$ cat src/hw/clvemf_pkg.sv
// Constants, register map and types of the closed-loop velocity and back-EMF block
// How it works
// - Catch-up enable set: overspeed headroom bounded by PI terms and clip value.
// - Overspeed only in closed loop, limit off or gains/clip nonzero, deviation past tolerance.
// - Loop velocity mode ignores whether ramp runs in velocity or positioning mode.
// - Loop velocity mode active when catch-up enable and velocity mode enable both set.
// - In velocity mode, deviation beyond 768 reloads internal position to encoder plus/minus 768.
// - Velocity mode holds maximum velocity; overspeed only with nonzero deviation clip.
// - Gamma added to commutation angle in direction of motion.
// - Gamma thresholds compared against filtered mean encoder velocity.
// - EMF enable set: gamma correction applied during closed-loop operation.
// - Max gamma bounds correction; resets to 255, meaning 90 degrees.
// - Gamma zero up to minimum, linear to maximum over range, then maximum.
package clvemf_pkg;
  localparam int           ADDR_W          = 12;
  localparam int           COMM_W          = 10;
  // Register indices; byte address is four times the index
  localparam logic [9:0]   IDX_ENC_CONF    = 10'h007;
  localparam logic [9:0]   IDX_GAMMA       = 10'h01c;
  localparam logic [9:0]   IDX_MAX_RAMP_VELOCITY        = 10'h050;
  localparam logic [9:0]   IDX_TOL         = 10'h051;
  localparam logic [9:0]   IDX_STATUS      = 10'h052;
  localparam logic [9:0]   IDX_PGAIN       = 10'h05a;
  localparam logic [9:0]   IDX_IGAIN       = 10'h05b;
  localparam logic [9:0]   IDX_DVCLIP      = 10'h05e;
  localparam logic [9:0]   IDX_VMIN        = 10'h060;
  localparam logic [9:0]   IDX_VRANGE      = 10'h061;
  localparam logic [9:0]   IDX_VFILT       = 10'h063;
  localparam logic [9:0]   IDX_VENC        = 10'h065;
  localparam logic [9:0]   IDX_VMEAN       = 10'h066;
  // Fields of encoder_input_config
  localparam int           CONF_MODE_LSB   = 0;
  localparam logic [1:0]   CONF_MODE_CLOSED = 2'b01;
  localparam int           CONF_CATCHUP    = 8;
  localparam int           CONF_VELMODE    = 9;
  localparam int           CONF_EMF        = 10;
  // Fields of the filter config and status words
  localparam int           VFILT_EXP_LSB   = 8;
  localparam int           STAT_EXCEED     = 8;
  localparam int           STAT_VELMODE    = 9;
  localparam int           STAT_RELOAD     = 10;
  // Reset values and fixed figures
  localparam logic [7:0]   RST_GAMMA       = 8'hff;
  localparam logic [7:0]   RST_VF_WAIT     = 8'h40;
  localparam logic [3:0]   RST_VF_EXP      = 4'h4;
  localparam logic [31:0]  DEV_WINDOW      = 32'd768;
  localparam int           GAIN_SHIFT      = 8;
  localparam logic [2:0]   DIV_LAST_STEP   = 3'd7;
  typedef enum logic {DIV_IDLE, DIV_RUN} clvemf_div_t;
endpackage

$ cat src/hw/clvemf_vfilter.sv
// Exponential mean filter for the measured encoder velocity
`timescale 1ns/10ps
`default_nettype none
module clvemf_vfilter #(
  parameter int W = 32
) (
  input  wire logic         pclk,
  input  wire logic         presetn,
  input  wire logic [7:0]   wait_cycles,
  input  wire logic [3:0]   filter_exp,
  input  wire logic [W-1:0] sample,
  output logic      [W-1:0] mean
);
  import clvemf_pkg::*;

  typedef struct packed {
    logic [7:0]   cnt;
    logic [W-1:0] mean;
  } clvemf_vf_t;

  clvemf_vf_t st_reg;
  clvemf_vf_t st_next;

  // Every wait_cycles+1 clocks: mean += (sample - mean) / 2^exp
  always_comb begin
    st_next = st_reg;
    if (st_reg.cnt >= wait_cycles) begin
      st_next.cnt  = 8'h00;
      st_next.mean = st_reg.mean - W'($signed(st_reg.mean) >>> filter_exp)
                   + W'($signed(sample) >>> filter_exp);
    end else begin
      st_next.cnt = st_reg.cnt + 8'h01;
    end
  end

  always_ff @(posedge pclk or negedge presetn) begin
    if (!presetn) begin
      st_reg <= '0;
    end else begin
      st_reg <= st_next;
    end
  end

  assign mean = st_reg.mean;
endmodule
`default_nettype wire

$ cat src/hw/clvemf_top.sv
// Closed-loop catch-up limit, velocity mode and back-EMF gamma correction
`timescale 1ns/10ps
`default_nettype none
module clvemf_top (
  input  wire logic                          pclk,
  input  wire logic                          presetn,
  input  wire logic [clvemf_pkg::ADDR_W-1:0] paddr,
  input  wire logic                          psel,
  input  wire logic                          penable,
  input  wire logic                          pwrite,
  input  wire logic [31:0]                   pwdata,
  output logic      [31:0]                   prdata,
  output logic                               pready,
  output logic                               pslverr,
  input  wire logic [31:0]                   encoder_position,
  input  wire logic [31:0]                   encoder_velocity,
  input  wire logic [31:0]                   internal_position,
  input  wire logic [clvemf_pkg::COMM_W-1:0] base_commutation_angle,
  output logic      [clvemf_pkg::COMM_W-1:0] commutation_angle,
  output logic      [31:0]                   velocity_limit,
  output logic                               velocity_exceed_allowed,
  output logic                               internal_position_load,
  output logic      [31:0]                   internal_position_value
);
  import clvemf_pkg::*;

  typedef struct packed {
    logic [31:0]       conf;
    logic [7:0]        gmax;
    logic [31:0]       max_ramp_velocity;
    logic [31:0]       tol;
    logic [15:0]       pgain;
    logic [15:0]       igain;
    logic [31:0]       clip;
    logic [31:0]       vmin;
    logic [31:0]       vrange;
    logic [7:0]        vf_wait;
    logic [3:0]        vf_exp;
    logic [31:0]       rdata;
    logic              err;
    logic [31:0]       isum;
    logic [31:0]       vlimit;
    logic              exceed;
    logic              load;
    logic [31:0]       load_val;
    clvemf_div_t       dstate;
    logic [2:0]        step;
    logic [39:0]       rem;
    logic [31:0]       den;
    logic [7:0]        quo;
    logic [7:0]        gamma;
    logic              gneg;
    logic              dneg;
    logic [COMM_W-1:0] comm;
  } clvemf_st_t;

  clvemf_st_t st_reg;
  clvemf_st_t st_next;

  logic [31:0] vmean;
  logic [9:0]  idx;
  logic        setup;
  logic        access;
  logic        loop_on;
  logic        lim_en;
  logic        vel_mode;
  logic        emf_on;
  logic        gains_ok;
  logic [31:0] dev;
  logic [31:0] absdev;
  logic [39:0] pprod;
  logic [39:0] iprod;
  logic [32:0] pi_sum;
  logic [32:0] isum_sum;
  logic [31:0] headroom;
  logic [32:0] vsum;
  logic [31:0] absv;
  logic [32:0] vtop;
  logic [39:0] trial;
  logic [31:0] status;

  // Mean of the measured encoder velocity
  clvemf_vfilter #(
    .W (32)
  ) u_vfilter (
    .pclk        (pclk),
    .presetn     (presetn),
    .wait_cycles (st_reg.vf_wait),
    .filter_exp  (st_reg.vf_exp),
    .sample      (encoder_velocity),
    .mean        (vmean)
  );

  // Bus phase and word index decode
  assign idx    = paddr[ADDR_W-1:2];
  assign setup  = psel && !penable;
  assign access = psel && penable;

  // Mode decode from the encoder config word
  assign loop_on  = st_reg.conf[CONF_MODE_LSB+:2] == CONF_MODE_CLOSED;
  assign lim_en   = st_reg.conf[CONF_CATCHUP];
  assign vel_mode = lim_en && st_reg.conf[CONF_VELMODE];
  assign emf_on   = loop_on && st_reg.conf[CONF_EMF];
  assign gains_ok = (st_reg.clip != 32'h0000_0000)
                 && (st_reg.pgain != 16'h0000)
                 && (st_reg.igain != 16'h0000);

  // Signed position deviation and its magnitude
  assign dev    = internal_position - encoder_position;
  assign absdev = dev[31] ? 32'(-dev) : dev;

  // Proportional and integral catch-up terms
  assign pprod    = st_reg.pgain * absdev[23:0];
  assign iprod    = st_reg.igain * absdev[23:0];
  assign pi_sum   = {1'b0, pprod[39:GAIN_SHIFT]} + {1'b0, st_reg.isum};
  assign isum_sum = {1'b0, st_reg.isum} + {1'b0, iprod[39:GAIN_SHIFT]};

  // Overspeed headroom above the ramp maximum
  always_comb begin
    if (!lim_en) begin
      headroom = 32'hffff_ffff;
    end else if (pi_sum > {1'b0, st_reg.clip}) begin
      headroom = st_reg.clip;
    end else begin
      headroom = pi_sum[31:0];
    end
  end
  assign vsum = {1'b0, st_reg.max_ramp_velocity} + {1'b0, headroom};

  // Magnitude of mean velocity and top of the linear band
  assign absv  = vmean[31] ? 32'(-vmean) : vmean;
  assign vtop  = {1'b0, st_reg.vmin} + {1'b0, st_reg.vrange};
  assign trial = {8'h00, st_reg.den} << st_reg.step;

  // Status word
  always_comb begin
    status               = 32'h0000_0000;
    status[7:0]          = st_reg.gamma;
    status[STAT_EXCEED]  = st_reg.exceed;
    status[STAT_VELMODE] = vel_mode;
    status[STAT_RELOAD]  = st_reg.load;
  end

  // Next state of the whole block
  always_comb begin
    st_next = st_reg;

    // Read data and error captured in the setup phase
    if (setup) begin
      st_next.err   = 1'b0;
      st_next.rdata = 32'h0000_0000;
      if (idx == IDX_ENC_CONF) begin
        st_next.rdata = st_reg.conf;
      end else if (idx == IDX_GAMMA) begin
        st_next.rdata = {24'h000000, st_reg.gmax};
      end else if (idx == IDX_MAX_RAMP_VELOCITY) begin
        st_next.rdata = st_reg.max_ramp_velocity;
      end else if (idx == IDX_TOL) begin
        st_next.rdata = st_reg.tol;
      end else if (idx == IDX_STATUS) begin
        st_next.rdata = status;
        st_next.err   = pwrite;
      end else if (idx == IDX_PGAIN) begin
        st_next.rdata = {16'h0000, st_reg.pgain};
      end else if (idx == IDX_IGAIN) begin
        st_next.rdata = {16'h0000, st_reg.igain};
      end else if (idx == IDX_DVCLIP) begin
        st_next.rdata = st_reg.clip;
      end else if (idx == IDX_VMIN) begin
        st_next.rdata = st_reg.vmin;
      end else if (idx == IDX_VRANGE) begin
        st_next.rdata = st_reg.vrange;
      end else if (idx == IDX_VFILT) begin
        st_next.rdata = {20'h00000, st_reg.vf_exp, st_reg.vf_wait};
      end else if (idx == IDX_VENC) begin
        st_next.rdata = encoder_velocity;
        st_next.err   = pwrite;
      end else if (idx == IDX_VMEAN) begin
        st_next.rdata = vmean;
        st_next.err   = pwrite;
      end else begin
        st_next.err   = 1'b1;
      end
    end

    // Register writes at the access edge
    if (access && pwrite && !st_reg.err) begin
      if (idx == IDX_ENC_CONF) begin
        st_next.conf = pwdata;
      end else if (idx == IDX_GAMMA) begin
        st_next.gmax = pwdata[7:0];
      end else if (idx == IDX_MAX_RAMP_VELOCITY) begin
        st_next.max_ramp_velocity = pwdata;
      end else if (idx == IDX_TOL) begin
        st_next.tol = pwdata;
      end else if (idx == IDX_PGAIN) begin
        st_next.pgain = pwdata[15:0];
      end else if (idx == IDX_IGAIN) begin
        st_next.igain = pwdata[15:0];
      end else if (idx == IDX_DVCLIP) begin
        st_next.clip = pwdata;
      end else if (idx == IDX_VMIN) begin
        st_next.vmin = pwdata;
      end else if (idx == IDX_VRANGE) begin
        st_next.vrange = pwdata;
      end else if (idx == IDX_VFILT) begin
        st_next.vf_wait = pwdata[7:0];
        st_next.vf_exp  = pwdata[VFILT_EXP_LSB+:4];
      end
    end

    // Overspeed permission
    st_next.exceed = loop_on && (absdev > st_reg.tol)
                  && (!lim_en || gains_ok);

    // Integral sum grows while overspeed is allowed with catch-up enabled, clipped
    if (st_next.exceed && lim_en) begin
      if (isum_sum > {1'b0, st_reg.clip}) begin
        st_next.isum = st_reg.clip;
      end else begin
        st_next.isum = isum_sum[31:0];
      end
    end else begin
      st_next.isum = 32'h0000_0000;
    end

    // Velocity bound handed to the ramp
    if (!st_next.exceed) begin
      st_next.vlimit = st_reg.max_ramp_velocity;
    end else if (vsum[32]) begin
      st_next.vlimit = 32'hffff_ffff;
    end else begin
      st_next.vlimit = vsum[31:0];
    end

    // Internal position reload keeps the mismatch bounded
    st_next.load     = 1'b0;
    st_next.load_val = st_reg.load_val;
    if (loop_on && vel_mode && (absdev > DEV_WINDOW)) begin
      st_next.load = 1'b1;
      if (dev[31]) begin
        st_next.load_val = encoder_position - DEV_WINDOW;
      end else begin
        st_next.load_val = encoder_position + DEV_WINDOW;
      end
    end

    // Gamma from the filtered velocity, one pass after another
    case (st_reg.dstate)
      DIV_IDLE: begin
        st_next.dneg = vmean[31];
        if (!emf_on) begin
          st_next.gamma = 8'h00;
        end else if (absv <= st_reg.vmin) begin
          st_next.gamma = 8'h00;
          st_next.gneg  = vmean[31];
        end else if ({1'b0, absv} > vtop) begin
          st_next.gamma = st_reg.gmax;
          st_next.gneg  = vmean[31];
        end else begin
          st_next.rem    = st_reg.gmax * (absv - st_reg.vmin);
          st_next.den    = st_reg.vrange;
          st_next.quo    = 8'h00;
          st_next.step   = DIV_LAST_STEP;
          st_next.dstate = DIV_RUN;
        end
      end
      DIV_RUN: begin
        if (st_reg.rem >= trial) begin
          st_next.rem = st_reg.rem - trial;
          st_next.quo[st_reg.step] = 1'b1;
        end
        if (st_reg.step == 3'd0) begin
          st_next.gamma  = st_next.quo;
          st_next.gneg   = st_reg.dneg;
          st_next.dstate = DIV_IDLE;
        end else begin
          st_next.step = st_reg.step - 3'd1;
        end
      end
      default: begin
        st_next.dstate = DIV_IDLE;
      end
    endcase

    // Commutation angle leads in the direction of motion
    if (st_reg.gneg) begin
      st_next.comm = base_commutation_angle - COMM_W'(st_reg.gamma);
    end else begin
      st_next.comm = base_commutation_angle + COMM_W'(st_reg.gamma);
    end
  end

  // State register
  always_ff @(posedge pclk or negedge presetn) begin
    if (!presetn) begin
      st_reg         <= '0;
      st_reg.gmax    <= RST_GAMMA;
      st_reg.vf_wait <= RST_VF_WAIT;
      st_reg.vf_exp  <= RST_VF_EXP;
      st_reg.dstate  <= DIV_IDLE;
    end else begin
      st_reg <= st_next;
    end
  end

  // Outputs
  assign prdata                  = st_reg.rdata;
  assign pready                  = 1'b1;
  assign pslverr                 = access && st_reg.err;
  assign commutation_angle       = st_reg.comm;
  assign velocity_limit          = st_reg.vlimit;
  assign velocity_exceed_allowed = st_reg.exceed;
  assign internal_position_load  = st_reg.load;
  assign internal_position_value = st_reg.load_val;
endmodule
`default_nettype wire

$ cat config.mk
export PLATFORM = sky130hd
export DESIGN_NAME = clvemf_top
export DESIGN_NICKNAME = d
export VERILOG_FILES = /design/src/hw/clvemf_pkg.sv /design/src/hw/clvemf_vfilter.sv /design/src/hw/clvemf_top.sv
export SDC_FILE = /design/constraint.sdc
export NUM_CORES = 2
export LEC_CHECK = 0
export BUFFER_PORTS_ARGS = -buffer_cell sky130_fd_sc_hd__buf_4
export CORE_ASPECT_RATIO = 0.8
export CORE_UTILIZATION = 40
export CTS_BUF_LIST = sky130_fd_sc_hd__clkbuf_8
export CTS_CLUSTER_DIAMETER = 50
export DETAILED_ROUTE_END_ITERATION = 10
export HOLD_SLACK_MARGIN = 0.15
export PLACE_DENSITY = 0.51
export RECOVER_POWER = 50
export SYNTH_ARGS = -nofsm -noshare
export SYNTH_HDL_FRONTEND = slang
export SYNTH_SLANG_ARGS = --single-unit
$ cat constraint.sdc
create_clock -name pclk -period 16.6 [get_ports pclk]
set_input_delay 0 -clock pclk [delete_from_list [all_inputs] [get_ports pclk]]
set_output_delay 0 -clock pclk [all_outputs]
set_load 0.05 [all_outputs]
==> results.sh <==
export IMPL_synth_top_cell_by_area="fa_1"
export IMPL_fmax_mhz=62.8
export IMPL_viasPerCell=5.61
export IMPL_synthTopCellsByArea="fa_1 22%, dfrtp_1 16%, ha_1 12%, inv_1 6.0%, nand2_1 5.5%"
export IMPL_area_growth_pct=14.3
export IMPL_place_hpwl_mm=240
export IMPL_clock_root_buffer="clkbuf_8"
export IMPL_grt_usage=0.301
export IMPL_finalHoldViolations=0
export IMPL_numCtsBuffers=104
export IMPL_skew_ns=0.0933
export IMPL_largest_reg_flops=370
export IMPL_gp_congestion=0.979
export IMPL_die_y_um=400
export IMPL_slowest_stage="fa_1"
export IMPL_clk_pin_slew_ns=0.06
export IMPL_syn_nets=10800
export IMPL_synthCells=9095
export IMPL_syn_avg_cell_area_sq_um=8.69
export IMPL_grt_pass1_wl_mm=449
export IMPL_critical_path_max_fanout=20
export IMPL_max_stage_delay_ns=0.54
export IMPL_crit_path_end_kind="flop"
export IMPL_antenna_found_initial=28
export IMPL_netlist_area_sq_um=79000
export IMPL_synthArstFlopShare=1.00
export IMPL_clockBufferDepth=3
export IMPL_r2r_setup_slack_ns=1.59
export IMPL_synth_edf_count=0
export IMPL_die_area_sq_um=199000
export IMPL_path_class="primary input to flop"
export IMPL_cp_required_ns=17.28
export IMPL_dr_pass1_iters=8
export IMPL_drc=0
export IMPL_irDropWorstVdd_mv=0.0859
export IMPL_place_port_buffers=261
export IMPL_drv_cap=8
export IMPL_p_leak_nw=44.5
export IMPL_status="finished, violations left"
export IMPL_clk_latency_ns=0.88
export IMPL_synth_top_area_share=0.215
export IMPL_start_util=0.404
export IMPL_drive_above_1_share=0.127
export IMPL_worstMarginPinSlew_ns=8.18
export IMPL_ys_seq_area_frac=0.164
export IMPL_hold_class="primary input to flop"
export IMPL_ios=265
export IMPL_finalSetupViolCount=0
export IMPL_grt_ovfl_total=0
export IMPL_arrival_ns=16.60
export IMPL_ys_ff_latch=519
export IMPL_post_route_util=0.461
export IMPL_drtAntennaViolNets=0
export IMPL_timing_final_crit_period_ns=15.92
export IMPL_synth_cell_types=92
export IMPL_drv_slew=570
export IMPL_power_w=0.00481
export IMPL_violations="max-capacitance violations, max-slew violations"
export IMPL_placementRows=145
export IMPL_min_period_over_period=0.959
export IMPL_die_w_um=499
export IMPL_wire_per_inst_um=24.5
export IMPL_tritoncts="done"
export IMPL_ys_dominant_reg_cell="dfrtp_1"
export IMPL_wl_mm=301
export IMPL_slew_headroom=-4.46
export IMPL_cts_sinks=519
export IMPL_via_count=68900
export IMPL_power_density_nw_per_um2=53.3
export IMPL_finalSetupTns_ns=0
export IMPL_grt_start_max_net_pins=142
export IMPL_yosysWarnings=0
export IMPL_htree_levels=3
export IMPL_grt_pass1_vias=67900
export IMPL_dr_first_iter_drc_count=6027
export IMPL_critPathLaunchType="primary input"
export IMPL_fin_nets=11400
export IMPL_core_sq_um=196000
cells in the final DEF (no fill, tap or decap), types with 81 or more instances in the layout:
cell type / count
dlygate4sd3_1: 221
clkbuf_8: 123
nor2_1: 407
buf_4: 616
inv_1: 1297
mux2i_1: 151
mux2_2: 215
o21ai_0: 338
nand3_1: 139
fa_1: 849
and2_1: 396
nor2b_1: 123
nand2_1: 1145
xnor2_1: 253
xor2_1: 116
a21oi_1: 399
a31oi_1: 81
nor3_1: 112
dfrtp_1: 504
a21o_1: 173
ha_1: 738
clkbuf_1: 118
Yosys cell counts, types with 59 or more instances:
| cell type | n |
|---|---|
| o21a_1 | 62 |
| ha_1 | 738 |
| nand2b_1 | 76 |
| nor3_1 | 116 |
| a21oi_1 | 408 |
| mux2_2 | 215 |
| a21o_1 | 173 |
| buf_4 | 107 |
| and2_1 | 397 |
| nand2_1 | 1149 |
| xnor2_1 | 275 |
| nor2_1 | 410 |
| dfrtp_1 | 509 |
| fa_1 | 849 |
| o21ai_0 | 346 |
| nand3_1 | 139 |
| clkbuf_1 | 375 |
| a221oi_1 | 59 |
| inv_1 | 1269 |
| buf_1 | 61 |
| nor2b_1 | 124 |
| mux2i_1 | 151 |
| a31oi_1 | 85 |
| nand4_1 | 77 |
| xor2_1 | 124 |
repair_timing:
| action | 4_1_cts | 5_1_grt |
|---|---|---|
| hold buffers | 222 | 0 |
| setup endpoints to repair | 0 | 32 |
| gates resized for setup | 0 | 48 |
| endpoints found under the hold margin | 577 | 0 |
| setup buffers | 0 | 11 |
power breakdown:
group	internal, W	switching, W
logic	0.000667	0.00127
registers	0.00131	0.0000479
clock network	0.000838	0.000680
total	0.00281	0.00200
area by class of cell:
cell class / count / area [sq um]
fill: 19300 / 105000
multi-input combinational: 6751 / 59400
sequential: 519 / 13000
timing repair buffer: 970 / 7580
inverter: 1273 / 4780
tap: 2572 / 3220
clock buffer: 123 / 1690
clock inverter: 62 / 632
antenna: 11 / 27.5
final timing paths:
kind | from | end | cells after the start
max | internal_position[0] | velocity_limit[17]$_DFF_PN0_ | 79
min | encoder_velocity[6] | prdata[6]$_DFFE_PN0P_ | 5
max reg2reg | st_reg[360]$_DFFE_PN0P_ | velocity_limit[17]$_DFF_PN0_ | 65
min reg2reg | st_reg[20]$_DFFE_PN0P_ | st_reg[20]$_DFFE_PN0P_ | 1
max in group asynchronous | presetn | st_reg[194]$_DFF_PN0_ | 5
min in group asynchronous | presetn | st_reg[74]$_DFFE_PN0P_ | 4
routing by layer:
metal / GRT usage / wire length [um] / vias to the layer above
met1: 0.449 / 142000 / 34800
li1: - / - / 31200
met2: 0.441 / 126000 / 2539
met3: 0.0623 / 26100 / 344
met5: 0 / 33 / -
met4: 0.0725 / 7810 / 4
worst max-delay path, delay by kind of cell:
kind	cells	cell delay [ns]
fa+ha+maj	13	4.95
simple gates	7	1.34
xor+xnor	4	0.77
buf+inv	17	1.91
compound gates	38	7.60
through the flow:
stage	setup WS, ns	hold WS [ns]	instances	area [sq um]
finish	0.677	0.218	12300	90300
CTS	0.119	0.153	12300	90400
global placement	-0.530	0.000326	11900	85900
detailed placement	-0.682	0.0104	11900	85900
floorplan	0.473	-0.296	9095	79000
global route	-0.0869	0.225	12300	90300
kinds of logic after synthesis:
| logic type | count (synthesis) | share of synthesized area |
|---|---|---|
| AOI/OAI and AO/OA | 1597 | 0.132 |
| muxes | 449 | 0.0707 |
| adders and majority gates | 1587 | 0.332 |
| xor gates and xnor gates | 400 | 0.0446 |
| buffers and inverters | 1825 | 0.0921 |
| other | 1 | 0.0000474 |
| and+or+nand+nor | 2717 | 0.164 |
| DFF | 519 | 0.164 |
Power figures use the tool's default switching activity.
